### src/verilog/cflag_pkg.sv
// package for the can receive flag and transmit abort block
// assumes a 32-bit axi4-lite slave and a single 50 MHz clock
package cflag_pkg;

  // ----------------------------------------------------------------
  // register map (byte addresses, one aligned word each)
  // ----------------------------------------------------------------
  localparam logic [7:0] CFLAG_OFS_RFLG = 8'h00; // receive flag status
  localparam logic [7:0] CFLAG_OFS_RIER = 8'h04; // receive irq enable
  localparam logic [7:0] CFLAG_OFS_TARQ = 8'h08; // abort request
  localparam logic [7:0] CFLAG_OFS_TIER = 8'h0c; // transmit irq enable
  localparam logic [7:0] CFLAG_OFS_TAAK = 8'h10; // abort acknowledge
  localparam logic [7:0] CFLAG_OFS_TFLG = 8'h14; // transmit empty flags
  localparam logic [7:0] CFLAG_OFS_SEL = 8'h18; // buffer select
  localparam logic [7:0] CFLAG_OFS_FIELD = 8'h1c; // selected buffer field
  localparam logic [7:0] CFLAG_OFS_CTRL = 8'h20; // init mode control
  localparam logic [7:0] CFLAG_OFS_ISTAT = 8'h24; // sticky irq status
  localparam logic [7:0] CFLAG_OFS_IMASK = 8'h28; // irq mask

  // ----------------------------------------------------------------
  // field positions and reset values
  // ----------------------------------------------------------------
  localparam int CFLAG_NBUF = 3; // transmit buffers
  localparam logic [7:0] CFLAG_RIER_RST = 8'h00;
  localparam logic [7:0] CFLAG_RIER_KEEP = 8'h3c; // level select fields
  localparam logic [2:0] CFLAG_TX_RST = 3'h0;
  localparam logic [2:0] CFLAG_TXE_RST = 3'h7; // buffers start empty
  localparam logic [7:0] CFLAG_TEC_WARN = 8'h60; // 96
  localparam logic [7:0] CFLAG_TEC_PASSIVE = 8'h7f; // 127
  localparam int CFLAG_NEVT = 6; // sticky event bits
  localparam logic [1:0] CFLAG_RESP_OK = 2'h0;
  localparam logic [1:0] CFLAG_RESP_SLVERR = 2'h2;

  // transmitter bus states
  localparam logic [1:0] CFLAG_TX_OK = 2'h0;
  localparam logic [1:0] CFLAG_TX_WARN = 2'h1;
  localparam logic [1:0] CFLAG_TX_PASSIVE = 2'h2;
  localparam logic [1:0] CFLAG_TX_BUSOFF = 2'h3;

  // per-buffer transmit engine report
  typedef struct packed {
    logic [2:0] started; // transmission in progress per buffer
    logic [2:0] failed; // lost arbitration or error per buffer
    logic [2:0] sentOk; // sent successfully per buffer
    logic [2:0] queued; // software scheduled buffer (clears empty)
  } cflag_tx_t;

  // receive side report
  typedef struct packed {
    logic msgValid; // good message in fifo waiting
    logic overrun; // data overrun pulse
    logic statusChange; // status change pulse
    logic wakeup; // wakeup pulse
  } cflag_rx_t;

endpackage

### src/verilog/cflag_top.sv
// can receive flags, interrupt enables and transmit abort logic
// assumes axi4-lite master, protocol engine reports synchronous
//
// The AXI4-Lite slave port is this design's own decision.
`timescale 1ns/1ps
module cflag_top
  import cflag_pkg::*;
(
  input wire logic clock,
  input wire logic reset_n,
  // axi4-lite slave
  input wire logic [7:0] s_axi_awaddr,
  input wire logic s_axi_awvalid,
  output logic s_axi_awready,
  input wire logic [31:0] s_axi_wdata,
  input wire logic [3:0] s_axi_wstrb,
  input wire logic s_axi_wvalid,
  output logic s_axi_wready,
  output logic [1:0] s_axi_bresp,
  output logic s_axi_bvalid,
  input wire logic s_axi_bready,
  input wire logic [7:0] s_axi_araddr,
  input wire logic s_axi_arvalid,
  output logic s_axi_arready,
  output logic [31:0] s_axi_rdata,
  output logic [1:0] s_axi_rresp,
  output logic s_axi_rvalid,
  input wire logic s_axi_rready,
  // protocol engine side
  input wire logic [8:0] txErrCount,
  input wire logic [1:0] rxBusState,
  input wire cflag_rx_t rxIn,
  input wire cflag_tx_t txIn,
  input wire logic [7:0] bufferField,
  output logic rxShift,
  output logic [2:0] abortGrant,
  output logic errIrq,
  output logic rxIrq,
  output logic txIrq,
  output logic irq
);

  // ----------------------------------------------------------------
  // state
  // ----------------------------------------------------------------
  logic [1:0] txBusState_q; // tx_bus_state field
  logic [1:0] rxState_q; // receiver status field
  logic statusChangeFlag_q; // status_change_flag
  logic wakeupFlag_q;
  logic overrunFlag_q; // overrun_flag
  logic rxFullFlag_q; // rx_full_flag
  logic [7:0] rxIrqEnable_q; // rx_interrupt_enable
  logic [2:0] txEmptyIrqEnable_q; // tx_interrupt_enable
  logic [2:0] abortRequest_q; // tx_abort_request
  logic [2:0] abortAck_q;
  logic [2:0] txBufferEmpty_q;
  logic [2:0] txBufferSelect_q;
  logic initModeRequest_q;
  logic initModeAck_q;
  logic [CFLAG_NEVT-1:0] irqStatus_q; // sticky events
  logic [CFLAG_NEVT-1:0] irqMask_q;
  logic [1:0] busCode; // combinational encoder output
  logic [2:0] abortNow; // aborts granted this cycle
  logic [2:0] txEmptySet; // buffers turning empty this cycle
  logic initMode; // both request and acknowledge high
  logic [CFLAG_NEVT-1:0] evt;

  // bus write path
  logic [7:0] wrAddr_q;
  logic awHeld_q, wHeld_q;
  logic [31:0] wrData_q;
  logic [3:0] wrStrb_q;
  logic wrFire;
  logic wrOk;

  cflag_tx_state uEncode (
    .txErrCount(txErrCount),
    .busCode(busCode)
  );

  assign initMode = initModeRequest_q & initModeAck_q;

  // ----------------------------------------------------------------
  // axi write channel
  // ----------------------------------------------------------------
  // address and data taken in either order; response after both
  assign wrFire = awHeld_q & wHeld_q & ~s_axi_bvalid;
  assign wrOk = wrStrb_q[0];

  always_ff @(posedge clock or negedge reset_n) begin
    if (!reset_n) begin
      awHeld_q <= 1'b0;
      wHeld_q <= 1'b0;
      wrAddr_q <= 8'h00;
      wrData_q <= 32'h0000_0000;
      wrStrb_q <= 4'h0;
      s_axi_awready <= 1'b1;
      s_axi_wready <= 1'b1;
      s_axi_bvalid <= 1'b0;
      s_axi_bresp <= CFLAG_RESP_OK;
    end else begin
      if (s_axi_awvalid && s_axi_awready) begin
        awHeld_q <= 1'b1;
        wrAddr_q <= s_axi_awaddr;
        s_axi_awready <= 1'b0;
      end
      if (s_axi_wvalid && s_axi_wready) begin
        wHeld_q <= 1'b1;
        wrData_q <= s_axi_wdata;
        wrStrb_q <= s_axi_wstrb;
        s_axi_wready <= 1'b0;
      end
      if (wrFire) begin
        // unmapped addresses answer slave error
        s_axi_bvalid <= 1'b1;
        s_axi_bresp <= (wrAddr_q > CFLAG_OFS_IMASK || wrAddr_q[1:0] != 2'h0)
                       ? CFLAG_RESP_SLVERR : CFLAG_RESP_OK;
        awHeld_q <= 1'b0;
        wHeld_q <= 1'b0;
      end
      if (s_axi_bvalid && s_axi_bready) begin
        s_axi_bvalid <= 1'b0;
        s_axi_awready <= 1'b1;
        s_axi_wready <= 1'b1;
      end
    end
  end

  // ----------------------------------------------------------------
  // init mode control
  // ----------------------------------------------------------------
  // acknowledge follows request one cycle later
  always_ff @(posedge clock or negedge reset_n) begin
    if (!reset_n) begin
      initModeRequest_q <= 1'b0;
      initModeAck_q <= 1'b0;
    end else begin
      if (wrFire && wrOk && wrAddr_q == CFLAG_OFS_CTRL) begin
        initModeRequest_q <= wrData_q[0];
      end
      initModeAck_q <= initModeRequest_q;
    end
  end

  // ----------------------------------------------------------------
  // receive flags
  // ----------------------------------------------------------------
  // status code captured together with the change flag
  always_ff @(posedge clock or negedge reset_n) begin
    if (!reset_n) begin
      txBusState_q <= CFLAG_TX_OK;
      rxState_q <= CFLAG_TX_OK;
      statusChangeFlag_q <= 1'b0;
      wakeupFlag_q <= 1'b0;
      overrunFlag_q <= 1'b0;
    end else begin
      if (busCode != txBusState_q) begin
        statusChangeFlag_q <= 1'b1;
        txBusState_q <= busCode;
        // leaving bus-off puts the receiver straight to ok
        if (txBusState_q == CFLAG_TX_BUSOFF) begin
          rxState_q <= CFLAG_TX_OK;
        end
      end else if (rxBusState != rxState_q) begin
        statusChangeFlag_q <= 1'b1;
        rxState_q <= rxBusState;
      end else if (wrFire && wrOk && wrAddr_q == CFLAG_OFS_RFLG &&
                   wrData_q[6]) begin
        statusChangeFlag_q <= 1'b0;
      end
      // set wins over write-one-to-clear
      if (rxIn.overrun) begin
        overrunFlag_q <= 1'b1;
      end else if (wrFire && wrOk && wrAddr_q == CFLAG_OFS_RFLG &&
                   wrData_q[1]) begin
        overrunFlag_q <= 1'b0;
      end
      if (rxIn.wakeup) begin
        wakeupFlag_q <= 1'b1;
      end else if (wrFire && wrOk && wrAddr_q == CFLAG_OFS_RFLG &&
                   wrData_q[7]) begin
        wakeupFlag_q <= 1'b0;
      end
    end
  end

  // full flag gates the fifo shift into the foreground buffer
  always_ff @(posedge clock or negedge reset_n) begin
    if (!reset_n) begin
      rxFullFlag_q <= 1'b0;
      rxShift <= 1'b0;
    end else begin
      rxShift <= 1'b0;
      if (!rxFullFlag_q && rxIn.msgValid && !rxShift) begin
        rxShift <= 1'b1;
        rxFullFlag_q <= 1'b1;
      end else if (wrFire && wrOk && wrAddr_q == CFLAG_OFS_RFLG &&
                   wrData_q[0]) begin
        rxFullFlag_q <= 1'b0;
      end
    end
  end

  // ----------------------------------------------------------------
  // interrupt enables
  // ----------------------------------------------------------------
  // level select fields are untouched by init mode
  always_ff @(posedge clock or negedge reset_n) begin
    if (!reset_n) begin
      rxIrqEnable_q <= CFLAG_RIER_RST;
      txEmptyIrqEnable_q <= CFLAG_TX_RST;
    end else if (initMode) begin
      rxIrqEnable_q <= rxIrqEnable_q & CFLAG_RIER_KEEP;
      txEmptyIrqEnable_q <= CFLAG_TX_RST;
    end else if (wrFire && wrOk && !initModeRequest_q) begin
      if (wrAddr_q == CFLAG_OFS_RIER) begin
        rxIrqEnable_q <= wrData_q[7:0];
      end
      if (wrAddr_q == CFLAG_OFS_TIER) begin
        txEmptyIrqEnable_q <= wrData_q[2:0];
      end
    end
  end

  // ----------------------------------------------------------------
  // abort requests, empty and acknowledge flags
  // ----------------------------------------------------------------
  // grant only while idle on the wire or after a failed attempt
  assign abortNow = abortRequest_q & ~txBufferEmpty_q &
                    (~txIn.started | txIn.failed);
  assign txEmptySet = abortNow | (txIn.sentOk & ~txBufferEmpty_q);

  always_ff @(posedge clock or negedge reset_n) begin
    if (!reset_n) begin
      abortRequest_q <= CFLAG_TX_RST;
      abortAck_q <= CFLAG_TX_RST;
      txBufferEmpty_q <= CFLAG_TXE_RST;
      abortGrant <= CFLAG_TX_RST;
    end else begin
      abortGrant <= abortNow;
      abortAck_q <= (abortAck_q & ~txIn.queued) | abortNow;
      txBufferEmpty_q <= (txBufferEmpty_q & ~txIn.queued) |
                         txEmptySet;
      if (initMode) begin
        abortRequest_q <= CFLAG_TX_RST;
      end else begin
        // software can only set; empty flag clears
        // the empty mask goes last, so that a request written in the
        // cycle its buffer empties cannot outlive that flag
        abortRequest_q <= (abortRequest_q |
          ((wrFire && wrOk && !initModeRequest_q &&
            wrAddr_q == CFLAG_OFS_TARQ) ?
            (wrData_q[2:0] & ~txBufferEmpty_q) : CFLAG_TX_RST)) &
          ~txEmptySet;
      end
    end
  end

  always_ff @(posedge clock or negedge reset_n) begin
    if (!reset_n) begin
      txBufferSelect_q <= CFLAG_TX_RST;
    end else if (wrFire && wrOk && wrAddr_q == CFLAG_OFS_SEL) begin
      txBufferSelect_q <= wrData_q[2:0];
    end
  end

  // ----------------------------------------------------------------
  // sticky interrupt status and outputs
  // ----------------------------------------------------------------
  // the state event fires on every transmit code change, whether or not the
  // change flag is already up; receiver state changes do not fire it
  assign evt = {txEmptySet & txEmptyIrqEnable_q, rxIn.overrun,
                rxFullFlag_q & rxShift, busCode != txBusState_q};

  always_ff @(posedge clock or negedge reset_n) begin
    if (!reset_n) begin
      irqStatus_q <= '0;
      irqMask_q <= '0;
    end else begin
      // hardware set wins over write-one-to-clear
      if (wrFire && wrOk && wrAddr_q == CFLAG_OFS_ISTAT) begin
        irqStatus_q <= (irqStatus_q & ~wrData_q[CFLAG_NEVT-1:0]) | evt;
      end else begin
        irqStatus_q <= irqStatus_q | evt;
      end
      if (wrFire && wrOk && wrAddr_q == CFLAG_OFS_IMASK) begin
        irqMask_q <= wrData_q[CFLAG_NEVT-1:0];
      end
    end
  end

  always_ff @(posedge clock or negedge reset_n) begin
    if (!reset_n) begin
      errIrq <= 1'b0;
      rxIrq <= 1'b0;
      txIrq <= 1'b0;
      irq <= 1'b0;
    end else begin
      errIrq <= (overrunFlag_q & rxIrqEnable_q[1]) |
                (statusChangeFlag_q & rxIrqEnable_q[6]);
      rxIrq <= rxFullFlag_q & rxIrqEnable_q[0];
      txIrq <= |(txBufferEmpty_q & txEmptyIrqEnable_q);
      irq <= |(irqStatus_q & irqMask_q);
    end
  end

  // ----------------------------------------------------------------
  // axi read channel
  // ----------------------------------------------------------------
  // answer in the cycle after the address is taken
  always_ff @(posedge clock or negedge reset_n) begin
    if (!reset_n) begin
      s_axi_arready <= 1'b1;
      s_axi_rvalid <= 1'b0;
      s_axi_rdata <= 32'h0000_0000;
      s_axi_rresp <= CFLAG_RESP_OK;
    end else if (s_axi_arvalid && s_axi_arready) begin
      s_axi_arready <= 1'b0;
      s_axi_rvalid <= 1'b1;
      s_axi_rresp <= CFLAG_RESP_OK;
      s_axi_rdata <= 32'h0000_0000;
      unique case (s_axi_araddr)
        CFLAG_OFS_RFLG: s_axi_rdata[7:0] <= {wakeupFlag_q,
          statusChangeFlag_q, rxState_q, txBusState_q, overrunFlag_q,
          rxFullFlag_q};
        CFLAG_OFS_RIER: s_axi_rdata[7:0] <= rxIrqEnable_q;
        CFLAG_OFS_TARQ: s_axi_rdata[2:0] <= abortRequest_q;
        CFLAG_OFS_TIER: s_axi_rdata[2:0] <= txEmptyIrqEnable_q;
        CFLAG_OFS_TAAK: s_axi_rdata[2:0] <= abortAck_q;
        CFLAG_OFS_TFLG: s_axi_rdata[2:0] <= txBufferEmpty_q;
        CFLAG_OFS_SEL: s_axi_rdata[2:0] <= txBufferSelect_q;
        CFLAG_OFS_FIELD: begin
          // visible only for an empty buffer that is selected
          if (|(txBufferSelect_q & txBufferEmpty_q)) begin
            s_axi_rdata[7:0] <= bufferField;
          end
        end
        CFLAG_OFS_CTRL: s_axi_rdata[1:0] <= {initModeAck_q,
                                              initModeRequest_q};
        CFLAG_OFS_ISTAT: s_axi_rdata[CFLAG_NEVT-1:0] <= irqStatus_q;
        CFLAG_OFS_IMASK: s_axi_rdata[CFLAG_NEVT-1:0] <= irqMask_q;
        default: s_axi_rresp <= CFLAG_RESP_SLVERR;
      endcase
    end else if (s_axi_rvalid && s_axi_rready) begin
      s_axi_rvalid <= 1'b0;
      s_axi_arready <= 1'b1;
    end
  end

  // ----------------------------------------------------------------
  // checks
  // ----------------------------------------------------------------
  a_tx_code_warn: assert property (@(posedge clock) disable iff (!reset_n)
    txErrCount > 9'd96 && txErrCount <= 9'd127 |-> busCode == 2'h1)
    else $error("warning code wrong");
  a_code_busoff: assert property (@(posedge clock) disable iff (!reset_n)
    (busCode == 2'h3) == (txErrCount > 9'd255))
    else $error("bus-off code wrong");
  a_code_follows: assert property (@(posedge clock) disable iff (!reset_n)
    $rose(statusChangeFlag_q) |-> txBusState_q == $past(busCode) ||
    rxState_q == $past(rxBusState))
    else $error("status code not updated");
  a_overrun_set: assert property (@(posedge clock) disable iff (!reset_n)
    rxIn.overrun |=> overrunFlag_q)
    else $error("overrun lost");
  a_full_blocks: assert property (@(posedge clock) disable iff (!reset_n)
    rxFullFlag_q && !rxShift |-> ##1 !rxShift)
    else $error("shift while full");
  a_rx_irq: assert property (@(posedge clock) disable iff (!reset_n)
    rxFullFlag_q && rxIrqEnable_q[0] |=> rxIrq)
    else $error("rx irq missing");
  a_init_hold: assert property (@(posedge clock) disable iff (!reset_n)
    initMode |=> txEmptyIrqEnable_q == 3'h0 && abortRequest_q == 3'h0
    && rxIrqEnable_q[7:6] == 2'h0)
    else $error("init reset failed");
  a_level_keep: assert property (@(posedge clock) disable iff (!reset_n)
    initMode |=> rxIrqEnable_q[5:2] == $past(rxIrqEnable_q[5:2]))
    else $error("level select lost");
  a_abort_flags: assert property (@(posedge clock) disable iff (!reset_n)
    |abortNow |=> (abortAck_q & txBufferEmpty_q & $past(abortNow))
    == $past(abortNow))
    else $error("abort flags not set");
  a_abort_clear: assert property (@(posedge clock) disable iff (!reset_n)
    ##1 (abortRequest_q & txBufferEmpty_q) == 3'h0)
    else $error("request survives empty");
  a_abort_gate: assert property (@(posedge clock) disable iff (!reset_n)
    (abortNow & txIn.started & ~txIn.failed) == 3'h0)
    else $error("abort of live send");
  a_tx_irq: assert property (@(posedge clock) disable iff (!reset_n)
    |(txBufferEmpty_q & txEmptyIrqEnable_q) |=> txIrq)
    else $error("tx irq missing");

  c_rx_msg: cover property (@(posedge clock) rxShift ##[1:20] !rxFullFlag_q);
  c_abort: cover property (@(posedge clock) |abortNow);
  c_busoff_exit: cover property (@(posedge clock)
    txBusState_q == 2'h3 ##1 txBusState_q != 2'h3);
  c_irq: cover property (@(posedge clock) $rose(irq));

endmodule

### src/verilog/cflag_tx_state.sv
// encodes the transmit error count into a two-bit bus status code
// assumes the count is nine bits so that overflow past 255 shows
`timescale 1ns/1ps
module cflag_tx_state
  import cflag_pkg::*;
(
  input wire logic [8:0] txErrCount,
  output logic [1:0] busCode
);

  // ----------------------------------------------------------------
  // classification
  // ----------------------------------------------------------------
  // bus-off only beyond 255, passive from 128
  always_comb begin
    if (txErrCount[8]) begin
      busCode = CFLAG_TX_BUSOFF;
    end else if (txErrCount[7:0] > CFLAG_TEC_PASSIVE) begin
      busCode = CFLAG_TX_PASSIVE;
    end else if (txErrCount[7:0] > CFLAG_TEC_WARN) begin
      busCode = CFLAG_TX_WARN;
    end else begin
      busCode = CFLAG_TX_OK;
    end
  end

endmodule
### config.mk
export PLATFORM = sky130hd
export DESIGN_NAME = cflag_top
export DESIGN_NICKNAME = d
export VERILOG_FILES = /design/src/verilog/cflag_pkg.sv /design/src/verilog/cflag_top.sv /design/src/verilog/cflag_tx_state.sv
export SDC_FILE = /design/constraint.sdc
export NUM_CORES = 1
export LEC_CHECK = 0
export BUFFER_PORTS_ARGS = -buffer_cell sky130_fd_sc_hd__clkbuf_2
export CAP_MARGIN = 40
export CORE_MARGIN = 2
export CORE_UTILIZATION = 36
export DETAILED_ROUTE_END_ITERATION = 8
export HOLD_SLACK_MARGIN = 0.15
export PLACE_DENSITY = 0.63
export SYNTH_ARGS = -nofsm -noshare
export SYNTH_HDL_FRONTEND = slang
export SYNTH_SLANG_ARGS = --single-unit
### constraint.sdc
create_clock -name clock -period 2.8 [get_ports clock]
set_input_delay 0.84 -clock clock [delete_from_list [all_inputs] [get_ports clock]]
set_output_delay 0.84 -clock clock [all_outputs]
set_load 0.1 [all_outputs]
==> impl_metrics.tcl, run 1 <==
set metrics [dict create \
    ir_drop_mv 0.621 \
    critPathTopFamily "flip-flops" \
    grt_pass1_wl_um 16100 \
    cp-endpoint "s_axi_arready" \
    r2r_start "wrAddr_q[5]" \
    finish.instance_area_um2 5090 \
    r2r_slack_ns 0.75 \
    drc 0 \
    rsz0062_at_grt "no" \
    worst-path-buf-inv 1 \
    synth_edf_count 0 \
    hold_ws_ns 0.407 \
    fmax_mhz 456 \
    htreeDepth 3 \
    cp-end-kind "primary output" \
    hp-class "input port to async pin" \
    die_height_um 112 \
    start_util 0.369 \
    crit_cells 1 \
    drt_iter0_drc 167 \
    grt_pass1_vias 3112 \
    power.internal_mw 2.64 \
    cts_setup_buffers 0 \
    fp-row-count 39 \
    yosysWarnings 0 \
    portBuffers 88 \
    n_fill_cell 1093 \
    ys_ff_latch 87 \
    slew_headroom 0.584 \
    die_area_um2 12600 \
    yosys.area.top_type "dfrtp_1" \
    hold_viol 0 \
    powerDensity_nw_per_um2 885 \
    clkPwrFrac 0.259 \
    switching_share 0.414 \
    synthDistinctLibCells 52 \
    via_count 3284 \
    crit_arrival_ns 1.36 \
    dpl-instance-area_um2 4800 \
    syn_area_per_cell_um2 10.9 \
    nets 582 \
    gp_congestion 0.856 \
    synth_cells 389 \
    antenna_cells 0 \
    seq_area_um2 2180 \
    clk_latency_ns 0.34 \
    wl_um 9940 \
    power_frac_comb 0.323 \
    min_period_over_period 0.784 \
    area_delta_synth_final_pct 20.4 \
    cts_root_buf "clkbuf_16" \
    clk_pin_slew_worst_paths_ns 0.06 \
    r2r_cells 3 \
    first_pass_iters 6 \
    status "complete, no violations" \
    cp_cell_sequence "clkbuf_2" \
    ioPinCount 143 \
    antenna_left 0 \
    multi_input_area_um2 1830 \
    hold_buffers 0 \
    cts_tree "built" \
    path_max_fanout 4 \
    setup_viol 0 \
    worst-setup-path-type "register to primary output" \
    fin_crit_ns 2.20 \
    drive_gt1_frac 0.339 \
    ys_seq_area_frac 0.516 \
    synth_ff_type "dfrtp_1" \
    clk_path_buf_depth 2 \
    report.final.slew_viol_count 0 \
    coreArea_um2 11500 \
    ctsResizeCount 0 \
    clock_skew_ns 0.00568 \
    critPathLaunchType "register" \
    fin_util 0.444 \
    setup.worst_path.start "s_axi_arready" \
    hpwl_um 7660 \
    viasPerCell 5.16 \
    worstMarginPinSlew_ns 0.623 \
    drv_cap 0 \
    synth_area_um2 4230 \
    reg2reg_to "txBufferSelect_q[1]" \
    p_leak_nw 2.48 \
    die_x_um 112 \
    wl_per_cell_um 15.6 \
    grt_use_total 0.162 \
    gr-total-overflow 0 \
    final.setup.tns_ns 0 \
    yosysTopAreaCellShare 0.479 \
    seqPwrFrac 0.418 \
    synthArstFlopShare 1.00 \
    p_switching_mw 1.87 \
    slowest_stage "dfstp_2" \
    max_stage_delay_ns 0.56 \
    critPathRequiredTime_ns 1.96 \
    synth.area.top_cells "dfrtp_1 48%, mux2_2 8.8%, buf_4 4.6%" \
    clkSinkCount 87 \
    numCtsBuffers 9 \
    grt_start_max_net_pins 44 \
    antenna_found_initial 0 \
]
## metrics by stage
stage                     instances  power [mW]  worst slack, ns
after global routing            636        4.73            0.524
after CTS                       636        4.55            0.589
after detailed placement        620        3.37            0.254
after global placement          620        3.33            0.309
after floorplan                 414        3.03            0.519
final                           636        4.51            0.605
## synth_stat cells, types with 2 or more instances
cell        n
xnor2_1     2
a21o_1     12
nor3_1     11
a2bb2oi_1   2
nand3b_1    4
a22oi_1    10
a21oi_1    16
buf_4      26
nor4_2      3
nor4_1      2
a222oi_1    2
inv_1      20
mux2i_1    11
a22o_1      7
nand2_1    34
a31oi_1     5
or2_2       4
a211oi_1    4
o21ai_0    12
and2_1      3
a221oi_1    5
mux2_2     33
a21bo_2     2
and3_1      2
nor2b_1     4
dfstp_2     6
o22ai_1     3
dfrtp_1    81
nand3_1    11
nor2_1     20
a2111oi_0   2
or4_1       2
clkbuf_1    6
o211ai_1    3
buf_2       2
## logic make-up (layout without fill, tap and decap cells)
group | count (synthesis) | after routing | synth area share
muxes | 46 | 46 | 0.122
DFF | 87 | 87 | 0.516
AOI/OAI and AO/OA | 86 | 86 | 0.141
buffers and inverters | 55 | 134 | 0.0724
xor gates and xnor gates | 3 | 3 | 0.00621
and+or+nand+nor | 111 | 111 | 0.142
other | 1 | 26 | 0.000886
## metal layers
| layer | track usage | share of wire | vias to the layer above |
|---|---|---|---|
| met5 | 0 | 0 | - |
| met4 | 0.0504 | 0.014 | 0 |
| met3 | 0.0416 | 0.068 | 13 |
| met2 | 0.248 | 0.46 | 136 |
| met1 | 0.228 | 0.46 | 1580 |
| li1 | - | - | 1555 |
## layout make-up
| type | count | share of cell area |
|---|---|---|
| Clock inverter | 6 | 0.0120 |
| Sequential cell | 87 | 0.429 |
| Inverter | 20 | 0.0147 |
| Multi-Input combinational cell | 272 | 0.360 |
| Timing Repair Buffer | 98 | 0.104 |
| Clock buffer | 10 | 0.0450 |
| Tap cell | 143 | 0.0351 |
## cell usage in the layout (no fill, tap or decap), types with 3 or more instances in the layout
cell type and instances:
clkbuf_2 87, dfrtp_1 81, nand2_1 34, mux2_2 33, conb_1 26, inv_1 20
nor2_1 20, a21oi_1 16, a21o_1 12, o21ai_0 12, nand3_1 11, nor3_1 11
mux2i_1 11, a22oi_1 10, buf_4 10, clkbuf_16 9, a22o_1 7, dfstp_2 6
a31oi_1 5, a221oi_1 5, nand3b_1 4, nor2b_1 4, or2_2 4, a211oi_1 4
o211ai_1 3, nor4_2 3, and2_1 3, o22ai_1 3, clkinv_2 3
## flip-flops by register name, indices dropped and copies added (netlist names), 2 cells and up
signal              count
irqMask_q               6
txBufferEmpty_q         3
txEmptyIrqEnable_q      3
rxState_q               2
irqStatus_q             6
wrAddr_q                8
txBusState_q            2
abortAck_q              3
wrData_q                8
abortGrant              3
rxIrqEnable_q           8
s_axi_rdata             8
txBufferSelect_q        3
abortRequest_q          3
## worst min path at each step
| stage | cells after the start | end | from |
|---|---|---|---|
| after floorplan | 1 | wakeupFlag_q | wakeupFlag_q |
| after global placement | 1 | s_axi_rresp[1] | s_axi_rresp[1] |
| after detailed placement | 1 | s_axi_rresp[1] | s_axi_rresp[1] |
| after CTS | 1 | wakeupFlag_q | reset_n |
| after global routing | 1 | wrData_q[6] | reset_n |
| final | 1 | wrData_q[6] | reset_n |
## power groups by stage
stage | logic, mW | registers, mW | clock network (mW)
floorplan | 0.653 | 2.37 | 0
global placement | 1.44 | 1.89 | 0
detailed placement | 1.47 | 1.90 | 0
CTS | 1.46 | 1.88 | 1.20
global route | 1.54 | 1.93 | 1.26
finish | 1.46 | 1.88 | 1.17
No activity file was read; power rests on OpenSTA's default activity.
==> run 2: changes to the inputs <==
--- a/config.mk
+++ b/config.mk
@@ -5,6 +5,7 @@
 export SDC_FILE = /design/constraint.sdc
 export NUM_CORES = 1
 export LEC_CHECK = 0
+export ABC_AREA = 1
 export BUFFER_PORTS_ARGS = -buffer_cell sky130_fd_sc_hd__clkbuf_2
 export CAP_MARGIN = 40
 export CORE_MARGIN = 2
==> constraint.sdc (replaced) <==
create_clock -name clock -period 2.1 [get_ports clock]
set_input_delay 0.63 -clock clock [delete_from_list [all_inputs] [get_ports clock]]
set_output_delay 0.63 -clock clock [all_outputs]
set_load 0.1 [all_outputs]
==> impl_metrics.tcl, run 2 <==
set metrics [dict create \
    status "complete, no violations" \
    max_stage_delay_ns 0.55 \
    finish.instance_area_um2 5290 \
    cts_tree "built" \
    worst-setup-path-type "register to primary output" \
    synth_area_um2 4430 \
    drc 0 \
    synth_top_family_by_area "simple AND/OR/NAND/NOR gates" \
    die_height_um 115 \
    synthTopCellsByCount "153 x nand2_1, 81 x dfrtp_1, 68 x inv_1, 51 x o21ai_0, 48 x nand3_1" \
    ctsResizeCount 0 \
    htreeDepth 3 \
    ir_drop_mv 0.786 \
    grt_pass1_vias 3754 \
    min_period_over_period 0.938 \
    slew_headroom 0.634 \
    powerDensity_nw_per_um2 1200 \
    antenna_cells 0 \
    synth_cells 551 \
    yosys.area.top_type "dfrtp_1" \
    synth-adder-area-share 0 \
    cts_setup_buffers 0 \
    report.final.slew_viol_count 0 \
    yosysWarnings 0 \
    hpwl_um 8550 \
    rsz0062_at_grt "no" \
    dp.cells 783 \
    hold_buffers 0 \
    r2r_start "wrAddr_q[7]" \
    yosysTopAreaCellShare 0.457 \
    gr-total-overflow 0 \
    critPathTopFamily "flip-flops" \
    cp_cell_sequence "clkbuf_2" \
    mostFrequentLayoutCells "153 x nand2_1, 87 x clkbuf_2, 81 x dfrtp_1" \
    synth_compound_area_frac 0.102 \
    final_common_cell "nand2_1" \
    drt_iter0_drc 245 \
    die_area_um2 13200 \
    synth_ff_type "dfrtp_1" \
    wl_per_cell_um 13.7 \
    critPathRequiredTime_ns 1.47 \
    die_x_um 115 \
    p_leak_nw 2.73 \
    drv_cap 0 \
    synthMuxAreaShare 0 \
    synthArstFlopShare 1.00 \
    setup_viol 0 \
    numCtsBuffers 9 \
    hp-class "input port to async pin" \
    final.setup.tns_ns 0 \
    grt_use_total 0.172 \
    total_power_mw 6.36 \
    layout_setup_ws_ns 0.131 \
    synth.area.top_cells "dfrtp_1 46%, nand2_1 13%, o21ai_0 5.8%" \
    hold_viol 0 \
    fin_util 0.440 \
    slowest_stage "dfstp_2" \
    synth_most_common_cell "nand2_1" \
    fmax_mhz 508 \
    stdcell_count 799 \
    antenna_left 0 \
    synth-simple-area-share 0.286 \
    ys_seq_area_frac 0.493 \
    cp-end-kind "primary output" \
    clk_pin_slew_worst_paths_ns 0.07 \
    hold_ws_ns 0.246 \
    worstMarginPinSlew_ns 0.551 \
    area_delta_synth_final_pct 19.2 \
    synth_edf_count 0 \
    drive_gt1_frac 0.230 \
    cts_root_buf "clkbuf_16" \
    fin_crit_ns 1.97 \
    clkSinkCount 87 \
    dpl-instance-area_um2 4960 \
    nets 741 \
    clk_latency_ns 0.34 \
    first_pass_iters 5 \
    gp_congestion 0.872 \
    grt_pass1_wl_um 18000 \
    ioPinCount 143 \
    worst-path-buf-inv 1 \
    dp_slack_ns 0.272 \
    antenna_found_initial 0 \
    n_fill_cell 1230 \
    via_count 3778 \
    yosys.area_share.xor_xnor 0.00395 \
    viasPerCell 4.73 \
    synthDistinctLibCells 36 \
    clk_path_buf_depth 2 \
    grt_start_max_net_pins 35 \
    setup.worst_path.start "s_axi_awready" \
    syn_area_per_cell_um2 8.05 \
    path_max_fanout 3 \
    critPathLaunchType "register" \
    coreArea_um2 12000 \
    portBuffers 88 \
    crit_arrival_ns 1.34 \
    ys_ff_latch 87 \
    clock_skew_ns 0.0119 \
    fp-row-count 40 \
    start_util 0.369 \
    wl_um 10900 \
]
[run 2: cell count changes after synthesis, sizes merged, moves of 5 or more]
cell,delta
nor4,-5
nand4,+5
a22o,-5
nor3,-6
mux2i,-11
nand2,+123
a21oi,-5
nor2,+30
a21o,-12
nand3,+42
o21ai,+51
mux2,-34
a22oi,-10
inv,+52
[run 2: cells by family (layout without fill, tap and decap cells)]
| family | count (synthesis) | after routing |
|---|---|---|
| AOI/OAI and AO/OA | 81 | 81 |
| xor gates and xnor gates | 2 | 2 |
| and+or+nand+nor | 276 | 276 |
| DFF | 87 | 87 |
| buffers and inverters | 104 | 180 |
| other | 1 | 26 |
[run 2: final timing paths]
| path | slack [ns] | depth (start not counted) | end |
|---|---|---|---|
| setup reg to reg | 0.36 | 6 | irqStatus_q[3] |
| hold reg to reg | 0.48 | 2 | wrAddr_q[6] |
| setup / recovery | 0.13 | 1 | s_axi_awready |
| max in group asynchronous | 1.25 | 2 | s_axi_awready |
| hold / removal | 0.25 | 1 | wrData_q[4] |
| min in group clock | 0.45 | 2 | txBufferEmpty_q[0] |
[run 2: power by group]
group          total, mW  internal, mW  switching, mW
Clock               1.74          1.06          0.686
Combinational       2.20         0.425           1.78
Sequential          2.42          2.10          0.312
Total               6.36          3.58           2.77
[run 2: layer usage]
layer / wire, µm / global-route usage / part of all wire
met5: 0 / 0 / 0
met4: 47 / 0.0321 / 0.0043
met3: 582 / 0.0369 / 0.053
met2: 5110 / 0.286 / 0.47
met1: 5170 / 0.236 / 0.47
[run 2: area by class of cell]
| cell class | count | area, µm² | share of cell area |
|---|---|---|---|
| timing repair buffer | 91 | 478 | 0.0904 |
| clock buffer | 9 | 225 | 0.0426 |
| sequential | 87 | 2180 | 0.413 |
| inverter | 73 | 274 | 0.0518 |
| multi-input combinational | 385 | 1840 | 0.348 |
| clock inverter | 7 | 101 | 0.0192 |
| tap | 147 | 184 | 0.0348 |
